File: src/debug_mux_pkg.sv
// Constants and carrier types for the digital debug signal multiplexer
`default_nettype none
package debug_mux_pkg;
   // ==========================================================
   // Register map (APB byte addresses)
   // ==========================================================
   localparam logic [11:0] CFG_OFFSET = 12'h000;    // Group byte and position byte
   localparam logic [11:0] CTRL_OFFSET = 12'h004;   // Probe bus enable
   localparam logic [11:0] STATUS_OFFSET = 12'h008; // Live routing status
   localparam int GROUP_LSB = 0;                    // Group byte position in CFG
   localparam int POS_LSB = 8;                      // Position byte in CFG
   localparam int ENABLE_BIT = 0;                   // Enable bit in CTRL
   localparam int STAT_LEVEL_BIT = 0;               // Routed level in STATUS
   localparam int STAT_ACTIVE_BIT = 1;              // Route active in STATUS
   localparam logic [7:0] GROUP_RESET = 8'h00;      // No group after reset
   localparam logic [7:0] POS_RESET = 8'hff;        // Reserved pin after reset
   localparam logic ENABLE_RESET = 1'b0;
   // ==========================================================
   // Group codes
   // ==========================================================
   localparam logic [7:0] GRP_CLOCK = 8'h01;
   localparam logic [7:0] GRP_TX_ENC = 8'h1b;
   localparam logic [7:0] GRP_TIMER = 8'h1d;
   localparam logic [7:0] GRP_CARD = 8'h30;
   localparam logic [7:0] GRP_TRX = 8'h58;
   localparam logic [7:0] GRP_RX_DATA = 8'h70;
   localparam logic [7:0] GRP_RX_ERR = 8'h73;
   // Usable selectors per group, one bit per selector 0..7
   localparam logic [7:0] MASK_CLOCK = 8'hff;
   localparam logic [7:0] MASK_TX_ENC = 8'h03;
   localparam logic [7:0] MASK_TIMER = 8'hfc;
   localparam logic [7:0] MASK_CARD = 8'hff;
   localparam logic [7:0] MASK_TRX = 8'hff;
   localparam logic [7:0] MASK_RX_DATA = 8'hff;
   localparam logic [7:0] MASK_RX_ERR = 8'hc7;
   // ==========================================================
   // Selector and pin codes
   // ==========================================================
   localparam logic [3:0] SEL_CLK13 = 4'h8;         // Carrier clock in every group
   localparam int PIN_COUNT = 4;
   localparam logic [3:0] PIN_IRQ = 4'h0;           // Interrupt pin
   localparam logic [3:0] PIN_GENERAL_OUTPUT_ONE = 4'h1;
   localparam logic [3:0] PIN_AUXILIARY_TWO = 4'h2;
   localparam logic [3:0] PIN_AUXILIARY_ONE = 4'h3;
   // ==========================================================
   // Carrier of the internal probe sources, indexed by selector
   // ==========================================================
   typedef struct packed {
      logic clk13;           // Carrier clock, 13.56 MHz
      logic [7:0] clockGrp;  // Clock group sources
      logic [7:0] txEncGrp;  // 0 tx interrupt, 1 tx envelope
      logic [7:0] timerGrp;  // 7/5/3 running, 6/4/2 expiry of timers 0/1/2
      logic [7:0] cardGrp;   // Card-mode detection sources
      logic [7:0] trxGrp;    // Transceive sequencing sources
      logic [7:0] rxDataGrp; // Receiver data transfer sources
      logic [7:0] rxErrGrp;  // Receiver error sources
   } debugSrc_t;
endpackage
`default_nettype wire

File: src/digital_debug_signal_mux.sv
// Digital debug signal multiplexer with APB configuration registers
`default_nettype none
module digital_debug_signal_mux
   import debug_mux_pkg::*;
(
   // Clock, reset, clock enable
   input wire logic clk,
   input wire logic sys_rst,
   input wire logic ce,
   // APB slave
   input wire logic [11:0] paddr,
   input wire logic psel,
   input wire logic penable,
   input wire logic pwrite,
   input wire logic [31:0] pwdata,
   input wire logic [3:0] pstrb,
   output logic [31:0] prdata,
   output logic pready,
   output logic pslverr,
   // Probe sources from other domains
   input wire debugSrc_t debugSrc,
   // Normal functional pin values, same clock
   input wire logic [PIN_COUNT-1:0] normalPins,
   // Pin drive after the multiplexer
   output logic [PIN_COUNT-1:0] debugPins
);
   // ==========================================================
   // State
   // ==========================================================
   typedef struct packed {
      debugSrc_t sync1;              // First synchroniser stage
      debugSrc_t sync2;              // Second synchroniser stage
      logic [7:0] groupSel;          // Group byte
      logic [7:0] posSel;            // Position byte: pin and signal
      logic enable;                  // Probe bus enable
      logic [PIN_COUNT-1:0] pins;    // Registered pin drive
      logic level;                   // Last routed level
      logic active;                  // Last route valid
      logic [31:0] rdata;            // Read data
      logic ready;                   // Access phase answer
      logic err;                     // Error answer
   } muxState_t;

   // Reset: no group, reserved pin, probe bus off
   localparam muxState_t STATE_RESET = '{
      sync1: '0, sync2: '0, groupSel: GROUP_RESET, posSel: POS_RESET,
      enable: ENABLE_RESET, pins: '0, level: 1'b0, active: 1'b0,
      rdata: '0, ready: 1'b0, err: 1'b0};

   muxState_t state; // Current state
   muxState_t next;  // Next state
   logic [7:0] grpBits; // Sources of the chosen group
   logic [7:0] grpMask; // Usable selectors of the chosen group
   logic grpKnown; // Group code decoded
   logic [3:0] sigSel; // Signal selector nibble
   logic [3:0] pinSel; // Pin selector nibble
   logic routeValid; // Route may drive a pin
   logic routeLevel; // Level of the chosen signal
   logic setupPhase; // APB setup cycle
   logic accessDone; // APB transfer completes
   logic addrKnown; // Address is mapped

   // ==========================================================
   // Group decode
   // ==========================================================
   // Returns {known, mask, sources} for a group code
   function automatic logic [16:0] decodeGroup(input logic [7:0] grp, input debugSrc_t src);
      case (grp)
         GRP_CLOCK: decodeGroup = {1'b1, MASK_CLOCK, src.clockGrp};
         GRP_TX_ENC: decodeGroup = {1'b1, MASK_TX_ENC, src.txEncGrp};
         GRP_TIMER: decodeGroup = {1'b1, MASK_TIMER, src.timerGrp};
         GRP_CARD: decodeGroup = {1'b1, MASK_CARD, src.cardGrp};
         GRP_TRX: decodeGroup = {1'b1, MASK_TRX, src.trxGrp};
         GRP_RX_DATA: decodeGroup = {1'b1, MASK_RX_DATA, src.rxDataGrp};
         GRP_RX_ERR: decodeGroup = {1'b1, MASK_RX_ERR, src.rxErrGrp};
         // Unknown codes return zero, so the route is never valid
         default: decodeGroup = '0;
      endcase
   endfunction

   // Address decode of the register map
   function automatic logic isMapped(input logic [11:0] addr);
      isMapped = (addr == CFG_OFFSET) || (addr == CTRL_OFFSET) || (addr == STATUS_OFFSET);
   endfunction

   // ==========================================================
   // Next state
   // ==========================================================
   // Synchronisers, APB slave and the routing of one source to one pin
   always_comb begin
      next = state;
      // Two-stage synchroniser; stage one feeds stage two only
      next.sync1 = debugSrc;
      next.sync2 = state.sync1;
      // Decode from synchronised sources only
      {grpKnown, grpMask, grpBits} = decodeGroup(state.groupSel, state.sync2);
      sigSel = state.posSel[POS_LSB-5:0];
      pinSel = state.posSel[7:4];
      // Selector 8 is usable in every known group
      routeLevel = (sigSel == SEL_CLK13) ? state.sync2.clk13 : grpBits[sigSel[2:0]];
      // Reserved group, selector or pin codes keep every pin functional
      routeValid = state.enable && grpKnown && (pinSel < 4'(PIN_COUNT))
         && ((sigSel == SEL_CLK13) || (!sigSel[3] && grpMask[sigSel[2:0]]));
      // Chosen pin carries the probe, the others stay functional
      for (int i = 0; i < PIN_COUNT; i++) begin
         if (routeValid && (pinSel == 4'(i))) begin
            next.pins[i] = routeLevel;
         end else begin
            next.pins[i] = normalPins[i];
         end
      end
      next.level = routeValid && routeLevel;
      next.active = routeValid;
      // APB: answer in the first access cycle
      setupPhase = psel && !penable;
      accessDone = psel && penable && state.ready;
      addrKnown = isMapped(paddr);
      // Registered answer: zero wait states, pready rises in the first access cycle
      next.ready = setupPhase;
      if (setupPhase) begin
         // Error on unmapped address or write to status
         next.err = !addrKnown || (pwrite && (paddr == STATUS_OFFSET));
         next.rdata = '0;
         if (!pwrite) begin
            case (paddr)
               CFG_OFFSET: next.rdata = {16'h0000, state.posSel, state.groupSel};
               CTRL_OFFSET: next.rdata[ENABLE_BIT] = state.enable;
               STATUS_OFFSET: begin
                  next.rdata[STAT_LEVEL_BIT] = state.level;
                  next.rdata[STAT_ACTIVE_BIT] = state.active;
               end
               default: next.rdata = '0;
            endcase
         end
      end else if (!accessDone) begin
         next.err = state.err;
      end else begin
         next.err = 1'b0;
      end
      // Writes take effect at the completing edge
      // A cleared strobe lane leaves that byte as it was
      if (accessDone && pwrite) begin
         if (paddr == CFG_OFFSET) begin
            if (pstrb[0]) begin
               next.groupSel = pwdata[GROUP_LSB +: 8];
            end
            if (pstrb[1]) begin
               next.posSel = pwdata[POS_LSB +: 8];
            end
         end else if (paddr == CTRL_OFFSET && pstrb[0]) begin
            next.enable = pwdata[ENABLE_BIT];
         end
      end
   end

   // ==========================================================
   // State register
   // ==========================================================
   // Synchronous reset, clock enable freezes everything
   // Reset wins over a low clock enable
   always_ff @(posedge clk) begin
      if (sys_rst) begin
         state <= STATE_RESET;
      end else if (ce) begin
         state <= next;
      end
   end

   // Outputs straight from flip-flops
   // Raw sources would glitch the pins; only the pin register drives them
   assign prdata = state.rdata;
   assign pready = state.ready;
   assign pslverr = state.err;
   assign debugPins = state.pins;
endmodule // digital_debug_signal_mux
`default_nettype wire

File: config.mk
export PLATFORM = sky130hd
export DESIGN_NAME = digital_debug_signal_mux
export DESIGN_NICKNAME = d
export VERILOG_FILES = /design/src/debug_mux_pkg.sv /design/src/digital_debug_signal_mux.sv
export SDC_FILE = /design/constraint.sdc
export NUM_CORES = 1
export LEC_CHECK = 0
export BUFFER_PORTS_ARGS = -buffer_cell sky130_fd_sc_hd__buf_2
export CAP_MARGIN = 5
export CORE_ASPECT_RATIO = 1.5
export CORE_MARGIN = 5
export CORE_UTILIZATION = 50
export CTS_CLUSTER_SIZE = 12
export DETAILED_ROUTE_END_ITERATION = 7
export HOLD_SLACK_MARGIN = 0.12
export PLACE_DENSITY = 0.76
export SYNTH_ARGS = -nofsm -noshare
export SYNTH_HDL_FRONTEND = slang
export SYNTH_SLANG_ARGS = --single-unit
File: constraint.sdc
create_clock -name clk -period 4.77 [get_ports clk]
set_input_delay 0.477 -clock clk [delete_from_list [all_inputs] [get_ports clk]]
set_output_delay 0.477 -clock clk [all_outputs]
set_load 0.05 [all_outputs]
# ---- Word level (Yosys, flattened, before mapping)
# Index checks and enable logic that the tools add are counted.
dict set report classes {
  n_addsub 0
  multipliers 0
  n_div 0
  n_lt_le_gt_ge 2
  eq_ne 13
  shifts 0
  n_mux 16
  n_bitwise 1
  n_reduce_logical 30
}
# cell count
set op_table {}
lappend op_table {{$pmux W17 S7} 1}
lappend op_table {{$eq A8 B7 Y1 const B} 3}
lappend op_table {{$eq A8 B5 Y1 const B} 2}
lappend op_table {{$mux W16} 1}
lappend op_table {{$logic_and A1 B1 Y1} 15}
lappend op_table {{$mux W14} 1}
lappend op_table {{$eq A12 B3 Y1 const B} 1}
lappend op_table {{$eq A12 B4 Y1 const B} 1}
lappend op_table {{$logic_not A12 Y1} 1}
lappend op_table {{$reduce_and A4 Y1} 3}
lappend op_table {{$mux W1} 9}
lappend op_table {{$eq A4 B2 Y1 const B} 2}
lappend op_table {{$eq A8 B1 Y1 const B} 1}
lappend op_table {{$eq A8 B6 Y1 const B} 1}
lappend op_table {{$bmux W1 S3} 2}
lappend op_table {{$eq A4 B1 Y1 const B} 1}
lappend op_table {{$eq A4 B4 Y1 const B} 1}
lappend op_table {{$logic_not A4 Y1} 1}
lappend op_table {{$logic_or A1 B1 Y1} 4}
lappend op_table {{$lt A3 B4 Y1 const B} 1}
lappend op_table {{$lt A4 B3 Y1 const B} 1}
lappend op_table {{$reduce_and A2 Y1} 2}
lappend op_table {{$logic_not A1 Y1} 3}
lappend op_table {{$pmux W1 S3} 1}
lappend op_table {{3 further kinds} 3}
dict set report word_totals {
  register_bits 171
  latch_bits 0
  ramBits 0
  romBits 0
  input_bits 115
  out_inout_bits 38
  elab_cells 87
  mem_count 0
}

# ---- Longest topological paths before layout
# Gate-level depths: netlist (run 1).
dict set report logic_depth {
  word_depth 9
  depth_mapped 10
  ltp_nobuf 7
}

# ---- Worst setup path after synthesis (run 1)
# Ideal clock, no wire load.
dict set report synth_path {
  path_kind {in2reg}
  from {input paddr[7]}
  to {register state, in the netlist pinSel[0]}
  setup_ps 120
  arrival_time_ps 1998
  t_required_ps 4650
  slack_ps 2653
  stages 7
  path_buffers 1
  cell_sequence {nor4_1 nand3_1 or3_1 nor2_2 buf_2 nor2_1 a211o_1}
}
dict set report synth_between {
  elab_chain_cells 2
}
# item line
set synth_lines {}
lappend synth_lines {{start: declaration} digital_debug_signal_mux.sv:11} ;# input wire logic [11:0] paddr,
lappend synth_lines {{$logic_not A12 Y1} digital_debug_signal_mux.sv:143} ;# if (paddr == CFG_OFFSET) begin
lappend synth_lines {{$reduce_and A4 Y1 (no line)} n/a}
lappend synth_lines {{end signal: assignment} digital_debug_signal_mux.sv:165} ;# state <= next;
lappend synth_lines {{end: declaration} digital_debug_signal_mux.sv:50} ;# muxState_t state;
# No other way between the ends.
# A chain may end at the register's enable or synchronous reset.

# ---- Worst setup path in the final report (run 1)
dict set report layout_path {
  from {register state[50] in the netlist's numbering}
  to {register state, in the netlist debugPins[3]}
}
dict set report layout_between {
  elab_chain_cells 9
  elab_cells_between_ends 20
  classes_between {eq/ne: 7; mux: 7; reduce/logical: 6}
}
# item line
set layout_lines {}
lappend layout_lines {{$eq A8 B7 Y1, or another cell as far along} digital_debug_signal_mux.sv:68} ;# case (grp)
lappend layout_lines {{$pmux W17 S7 *} digital_debug_signal_mux.sv:68}
lappend layout_lines {{$bmux W1 S3} digital_debug_signal_mux.sv:103} ;# && ((sigSel == SEL_CLK13) || (!sigSel[3] && grpMask[sigSel[2:0]]));
lappend layout_lines {{$mux W1 (implied by the code)} digital_debug_signal_mux.sv:103}
lappend layout_lines {{$logic_and A1 B1 Y1} digital_debug_signal_mux.sv:103}
lappend layout_lines {{$logic_or A1 B1 Y1} digital_debug_signal_mux.sv:103}
lappend layout_lines {{$logic_and A1 B1 Y1} digital_debug_signal_mux.sv:103}
lappend layout_lines {{$logic_and A1 B1 Y1} digital_debug_signal_mux.sv:106} ;# if (routeValid && (pinSel == 4'(i))) begin
lappend layout_lines {{$mux W1 *} digital_debug_signal_mux.sv:106}
# Mark *: on every way between the ends. The rest lies on a longest branch, timed or not. The select of a mux whose other input is x is not followed.

==> results of run 1 <==
## cell families after synthesis
kind of cell	count (synthesis)	share of synthesized area
and+or+nand+nor	253	0.1855
other	1	0.0005445
buffers and inverters	100	0.07631
muxes	127	0.1850
DFF	155	0.4506
AOI/OAI and AO/OA	96	0.1021
## worst max-delay path by stage
stage	to	from	cells past startpoint	slack (ns)
finish	debugPins[3]	state[50]	7	1.57
global route	debugPins[0]	state[50]	7	1.14
floorplan	pinSel[0]	paddr[7]	7	2.65
CTS	debugPins[3]	state[50]	7	1.62
global placement	debugPins[1]	state[50]	7	1.61
detailed placement	debugPins[0]	state[50]	7	1.63
## worst max-delay path, stage by stage, from the launching register on
cell	delay [ns]
dfxtp_1	0.78
nor4bb_1	1.02
a22oi_1	0.34
a31oi_1	0.31
o211ai_1	0.19
o21ai_0	0.18
o21ai_1	0.08
a211oi_1	0.21
## cell type report
| class | count | share of cell area |
|---|---|---|
| Multi-Input combinational cell | 492 | 0.4175 |
| Sequential cell | 155 | 0.3909 |
| Timing Repair Buffer | 121 | 0.07833 |
| Clock buffer | 22 | 0.06099 |
| Tap cell | 162 | 0.02553 |
| Clock inverter | 10 | 0.02348 |
| Inverter | 7 | 0.003310 |
## state kept, by name (all words and copies together), names as in the netlist
signal,count
state,68
next,57
prdata,16
debugPins,4
pinSel,4
sigSel,4
pready,1
pslverr,1
## where the power goes
group          internal [W]  total, W  leakage (nW)  switching [W]
Clock              0.000985   0.00151         0.319       0.000520
Sequential          0.00134   0.00137          1.27      0.0000297
Combinational     0.0000909  0.000222          1.91       0.000131
## cell usage in the layout (no fill, tap or decap), types with 4 or more instances in the layout
master | synthesis | final
a211o_1 | 12 | 12
a211oi_1 | 5 | 5
a21oi_1 | 8 | 8
a22oi_1 | 22 | 22
a31oi_1 | 7 | 7
and3b_1 | 10 | 10
and4_1 | 4 | 4
buf_2 | 9 | 116
buf_4 | 37 | 4
bufinv_16 | 0 | 5
clkbuf_16 | 0 | 17
clkbuf_8 | 0 | 4
conb_1 | 1 | 16
dfxtp_1 | 155 | 155
inv_1 | 7 | 7
mux2i_1 | 125 | 125
nand2_1 | 12 | 12
nand3_1 | 8 | 8
nand3b_1 | 5 | 5
nand4_1 | 10 | 10
nor2_1 | 156 | 156
nor2b_1 | 9 | 9
nor3_1 | 5 | 5
nor4b_1 | 6 | 6
o211ai_1 | 12 | 12
o21ai_0 | 7 | 7
o21ai_1 | 4 | 4
or4b_1 | 4 | 4
## through the flow
| stage | cell area (um2) | total power, W |
|---|---|---|
| final | 7939 | 0.003101 |
| after global routing | 7939 | 0.003212 |
| after CTS | 7939 | 0.003127 |
| after detailed placement | 7268 | 0.001623 |
| after global placement | 7268 | 0.001619 |
| after floorplan | 6943 | 0.001563 |
## per-layer routing
metal / wire length (um) / vias to the layer above / GRT usage
li1: - / 2659 / -
met1: 6523 / 2466 / 0.2338
met2: 8243 / 146 / 0.3364
met3: 778 / 23 / 0.04362
met4: 347 / 0 / 0.07099
met5: 0 / - / 0
==> results.yml, run 1 <==
synth:
  synthTopCellsByCount: "156 x nor2_1, 155 x dfxtp_1, 125 x mux2i_1"
  netlist_area_mm2: 0.006887
  synth_area_leaders: "dfxtp_1 45%, mux2i_1 18%, nor2_1 8.5%"
  ys_types: 55
  synth_edf_count: 0
  seq_area_frac_synth: 0.4506
  synthFlopType: "dfxtp_1"
  synthArstFlopShare: 0
  ys_warn_count: 0
  synth.largest_area_cell: "dfxtp_1"
  synth_top_area_share: 0.4506
  yosysMostFrequentCell: "nor2_1"
  synthCells: 732
  avgSynthCellArea_um2: 9.408
  ys_seq_elements: 155
final_layout:
  syn_to_final_growth_pct: 15.28
  final_nets: 909
  drive_gt1_frac: 0.2045
  final_util: 0.5866
  ff_latch_area_mm2: 0.003103
  multi_input_area_mm2: 0.003314
  nFillCells: 1199
  diodes: 0
  layout.cells.non_filler: 969
setup_path:
  end_kind: "flop"
  cp_max_fo: 18
  cp.arrival_ns: 3.53
  r2r-start: "state[50]"
  required_ns: 5.09
  r2r_end: "debugPins[3]"
  start_kind: "flop"
  setup.worst_path.class: "flop to flop"
  reg2reg_setup_slack_ns: 1.57
  reg2reg_depth: 7
routing:
  viasPerCell: 5.463
  routed_wl_um: 15890
  antenna_left: 0
  drt_pass1_iterations: 4
  wire_per_inst_um: 16.40
  drt-initial-drc-count: 350
  num_vias: 5294
  drc: 0
die:
  die_h_um: 153.7
  rows: 52
  io-pin-count: 153
  die_w_um: 105.8
  core_area_mm2: 0.01353
  fp.dieArea_mm2: 0.01627
  initial_core_util: 0.5089
sta:
  finalClockSkew_ns: 0.007353
  setup_slack_ns: 1.566
  final_hold_viol_count: 0
  period_needed_ns: 3.204
  drv_slew: 0
  finalSetupViolCount: 0
  fin_crit_sh: 0.6716
  grt_setup_unrepaired: "no"
  fmax_mhz: 312.2
  setup_tns_ns: 0
  max-slew-margin-rel: 0.2545
  worst_pin_slew_ns: 1.103
  finalHoldWorstSlack_ns: 0.2659
cts:
  holdBufCountCts: 0
  cts_resized: 0
  cts_tree: "done"
  cts_root_buf: "clkbuf_16"
  clock-sinks: 155
  path_clk_slew_ns: 0.06
  postCtsSetupBuffers: 0
  htreeDepth: 4
  cts_buffer_depth: 2
  cts_buffers: 17
  clock_latency_ns: 0.41
power_and_ir_drop:
  vdd_ir_drop_max_mv: 0.2363
  powerDensity_mw_per_mm2: 390.6
  power.static_leakage_nw: 3.499
min_path:
  min_path_type: "primary input to flop"
  whs_path_depth: 2
  hp-start: "pwdata[10]"
  hold_path_end: "sigSel[2]"
placed_design:
  place_inst: 937
  hpwl_um: 10920
  pre_cts_ws_ns: 1.627
  portBuffers: 118
  place.gp.congestion: 0.8762
status:
  status: "completed"
grt:
  antenna_found_initial: 0
  grt.total_usage: 0.1939
  grt_pass1_vias: 4987
  grt_pass1_wl_um: 25210
  overflow: 0
  grt_start_max_net_pins: 101
flow_run:
  drv_cap: 0
No activity file was read; power rests on OpenSTA's default activity.
==> run 2, diff against run 1 <==
--- a/config.mk
+++ b/config.mk
@@ -5,6 +5,7 @@
 export SDC_FILE = /design/constraint.sdc
 export NUM_CORES = 1
 export LEC_CHECK = 0
+export ABC_AREA = 1
 export BUFFER_PORTS_ARGS = -buffer_cell sky130_fd_sc_hd__buf_2
 export CAP_MARGIN = 5
 export CORE_ASPECT_RATIO = 1.5
==> constraint.sdc (replaced) <==
create_clock -name clk -period 3.3 [get_ports clk]
set_input_delay 0.33 -clock clk [delete_from_list [all_inputs] [get_ports clk]]
set_output_delay 0.33 -clock clk [all_outputs]
set_load 0.05 [all_outputs]
==> run 2 against run 1 <==
Net effect:
- first-iteration DRC count increased by 1.7%
- critical path depth increased by 6
- sequential power increased by 47%
- register-to-register slack got worse by 0.46 ns
- final cell count increased by 24%
- core utilization about the same
- global-route usage increased by 1.2 points
- routed wire length increased by 5.7%
- sequential cell count unchanged
- critical path type unchanged
- highest routed layer unchanged
==> results.yml, run 2 <==
setup_path:
  path_delay_family: "simple AND/OR/NAND/NOR gates"
  worst-path-buf-inv: 1
  cp.arrival_ns: 2.54
  slowest_delay_ns: 0.37
  end_kind: "flop"
  cp_max_fo: 16
  crit_cells: 13
  crit_slowest_cell: "nor2_4"
  reg2reg_setup_slack_ns: 1.10
  setup.worst_path.class: "flop to flop"
  cp_common_cell: "nand2_1"
  reg2reg_depth: 13
  r2r_end: "debugPins[0]"
  required_ns: 3.64
  r2r-start: "state[50]"
  start_kind: "flop"
  cp_cell_sequence: "inv_1, nand2_1, nor2_4, nand2_1, o21ai_0, nor2_1, nand2_1, nand3_1, nand3_1, nand2_2, nand3_1, nand2_1, a21oi_1"
flow_run:
  drv_cap: 0
final_layout:
  nFillCells: 1261
  syn_to_final_growth_pct: 16.36
  largest_reg_flops: 68
  layout.cells.non_filler: 1202
  stdcell_area_mm2: 0.007824
  diodes: 0
  final_nets: 1143
  drive_gt1_frac: 0.1663
  layout_commonest_cell: "nor2_1"
  mostFrequentLayoutCells: "254 x nor2_1, 155 x dfxtp_1, 128 x o21ai_0"
  regMostFlops: "state"
power_and_ir_drop:
  pwr-share-comb: 0.076
  pwr-share-clk: 0.468
  power_w: 0.004425
  powerDensity_mw_per_mm2: 565.5
  p_int_w: 0.003428
  switchingPower_w: 0.0009969
  swShare: 0.2253
  power.static_leakage_nw: 3.614
  power_frac_seq: 0.457
  vdd_ir_drop_max_mv: 0.3470
status:
  status: "completed"
sta:
  fin_crit_sh: 0.6653
  final_hold_viol_count: 0
  finalSetupViolCount: 0
  finalClockSkew_ns: 0.01019
  period_needed_ns: 2.195
  worst_pin_slew_ns: 0.8430
  finalHoldWorstSlack_ns: 0.1291
  grt_setup_unrepaired: "no"
  setup_tns_ns: 0
  drv_slew: 0
  max-slew-margin-rel: 0.4380
  fmax_mhz: 455.5
die:
  die_w_um: 104.7
  die_h_um: 152.0
  fp.dieArea_mm2: 0.01592
  rows: 52
  core_area_mm2: 0.01334
  io-pin-count: 153
  initial_core_util: 0.5041
cts:
  cts_tree: "done"
  postCtsSetupBuffers: 0
  path_clk_slew_ns: 0.06
  cts_root_buf: "clkbuf_16"
  clock-sinks: 155
  htreeDepth: 4
  cts_buffers: 17
  cts_buffer_depth: 2
  clock_latency_ns: 0.42
synth:
  synthFlopType: "dfxtp_1"
  ys_types: 28
  synth.largest_area_cell: "dfxtp_1"
  synthCells: 953
  avgSynthCellArea_um2: 7.056
  synth_area_leaders: "dfxtp_1 46%, nor2_1 14%, o21ai_0 9.5%"
  synth_top_area_share: 0.4615
  ys_warn_count: 0
  synthTopCellsByCount: "254 x nor2_1, 155 x dfxtp_1, 128 x o21ai_0"
  synth_edf_count: 0
  yosysMostFrequentCell: "nor2_1"
  netlist_area_mm2: 0.006724
  ys_seq_elements: 155
  synthArstFlopShare: 0
  seq_area_frac_synth: 0.4615
routing:
  num_vias: 6193
  drt-initial-drc-count: 356
  drt_pass1_iterations: 5
  drc: 0
  viasPerCell: 5.152
  antenna_left: 0
  routed_wl_um: 16790
  wire_per_inst_um: 13.97
placed_design:
  place.gp.congestion: 0.9023
  portBuffers: 118
  place_area_mm2: 0.007134
  place_inst: 1165
  hpwl_um: 11520
min_path:
  hp-start: "debugSrc[43]"
  min_path_type: "primary input to flop"
  whs_path_depth: 3
  hold_path_end: "next[100]"
grt:
  grt_pass1_vias: 5752
  antenna_found_initial: 0
  grt.total_usage: 0.2063
  grt_start_max_net_pins: 105
  grt_pass1_wl_um: 27140
  overflow: 0
-- run 2: what timing repair did --
item,CTS,global route
hold endpoints to repair,6,0
gates resized for setup,0,0
hold buffers,6,0
-- run 2: logic make-up after synthesis --
kind of cell / after synthesis / synth area share
AOI/OAI and AO/OA: 189 / 0.1476
buffers and inverters: 137 / 0.09974
DFF: 155 / 0.4615
other: 1 / 0.0005577
and+or+nand+nor: 471 / 0.2907
-- run 2: cell type report --
class | instances | area, um2 | share of cell area
Tap cell | 162 | 202.7 | 0.02591
Sequential cell | 155 | 3103 | 0.3966
Inverter | 50 | 188.9 | 0.02415
Clock buffer | 25 | 495.5 | 0.06333
Timing Repair Buffer | 128 | 693.2 | 0.08860
Multi-Input combinational cell | 676 | 3007 | 0.3843
Clock inverter | 6 | 133.9 | 0.01711
-- run 2: power by group through the flow --
| stage | registers (W) | clock network [W] | logic [W] |
|---|---|---|---|
| 2_1_floorplan | 0.00204 | 0 | 0.000242 |
| 3_3_place_gp | 0.00206 | 0 | 0.000324 |
| 3_5_place_dp | 0.00206 | 0 | 0.000328 |
| 4_1_cts | 0.00202 | 0.00210 | 0.000339 |
| 5_1_grt | 0.00203 | 0.00219 | 0.000378 |
| 6_report | 0.00202 | 0.00207 | 0.000335 |
-- run 2: worst max path at each step --
stage | from | endpoint | slack (ns)
after global placement | ce | prdata[1] | 1.10
after CTS | state[54] | debugPins[0] | 1.13
after detailed placement | ce | prdata[11] | 1.05
final | state[50] | debugPins[0] | 1.10
after global routing | state[54] | debugPins[0] | 0.85
after floorplan | pready | state[54] | 1.62
-- run 2: per-layer routing --
layer	global-route usage	vias to the layer above	routed length (um)
met1	0.2420	2812	6756
met3	0.03735	33	774
met4	0.1012	0	507
li1	-	3174	-
met2	0.3584	174	8756
met5	0	-	0
-- run 2: worst min-delay path, cell delays in order --
cell    delay, ns
buf_2        0.07
nor2_1       0.03
nor2_1       0.08
-- run 2: per-stage QoR --
stage | setup slack [ns] | utilization
after floorplan | 1.617 | -
after global placement | 1.104 | 0.5349
after detailed placement | 1.050 | 0.5349
after CTS | 1.129 | 0.5866
after global routing | 0.8517 | 0.5866
final | 1.105 | 0.5866
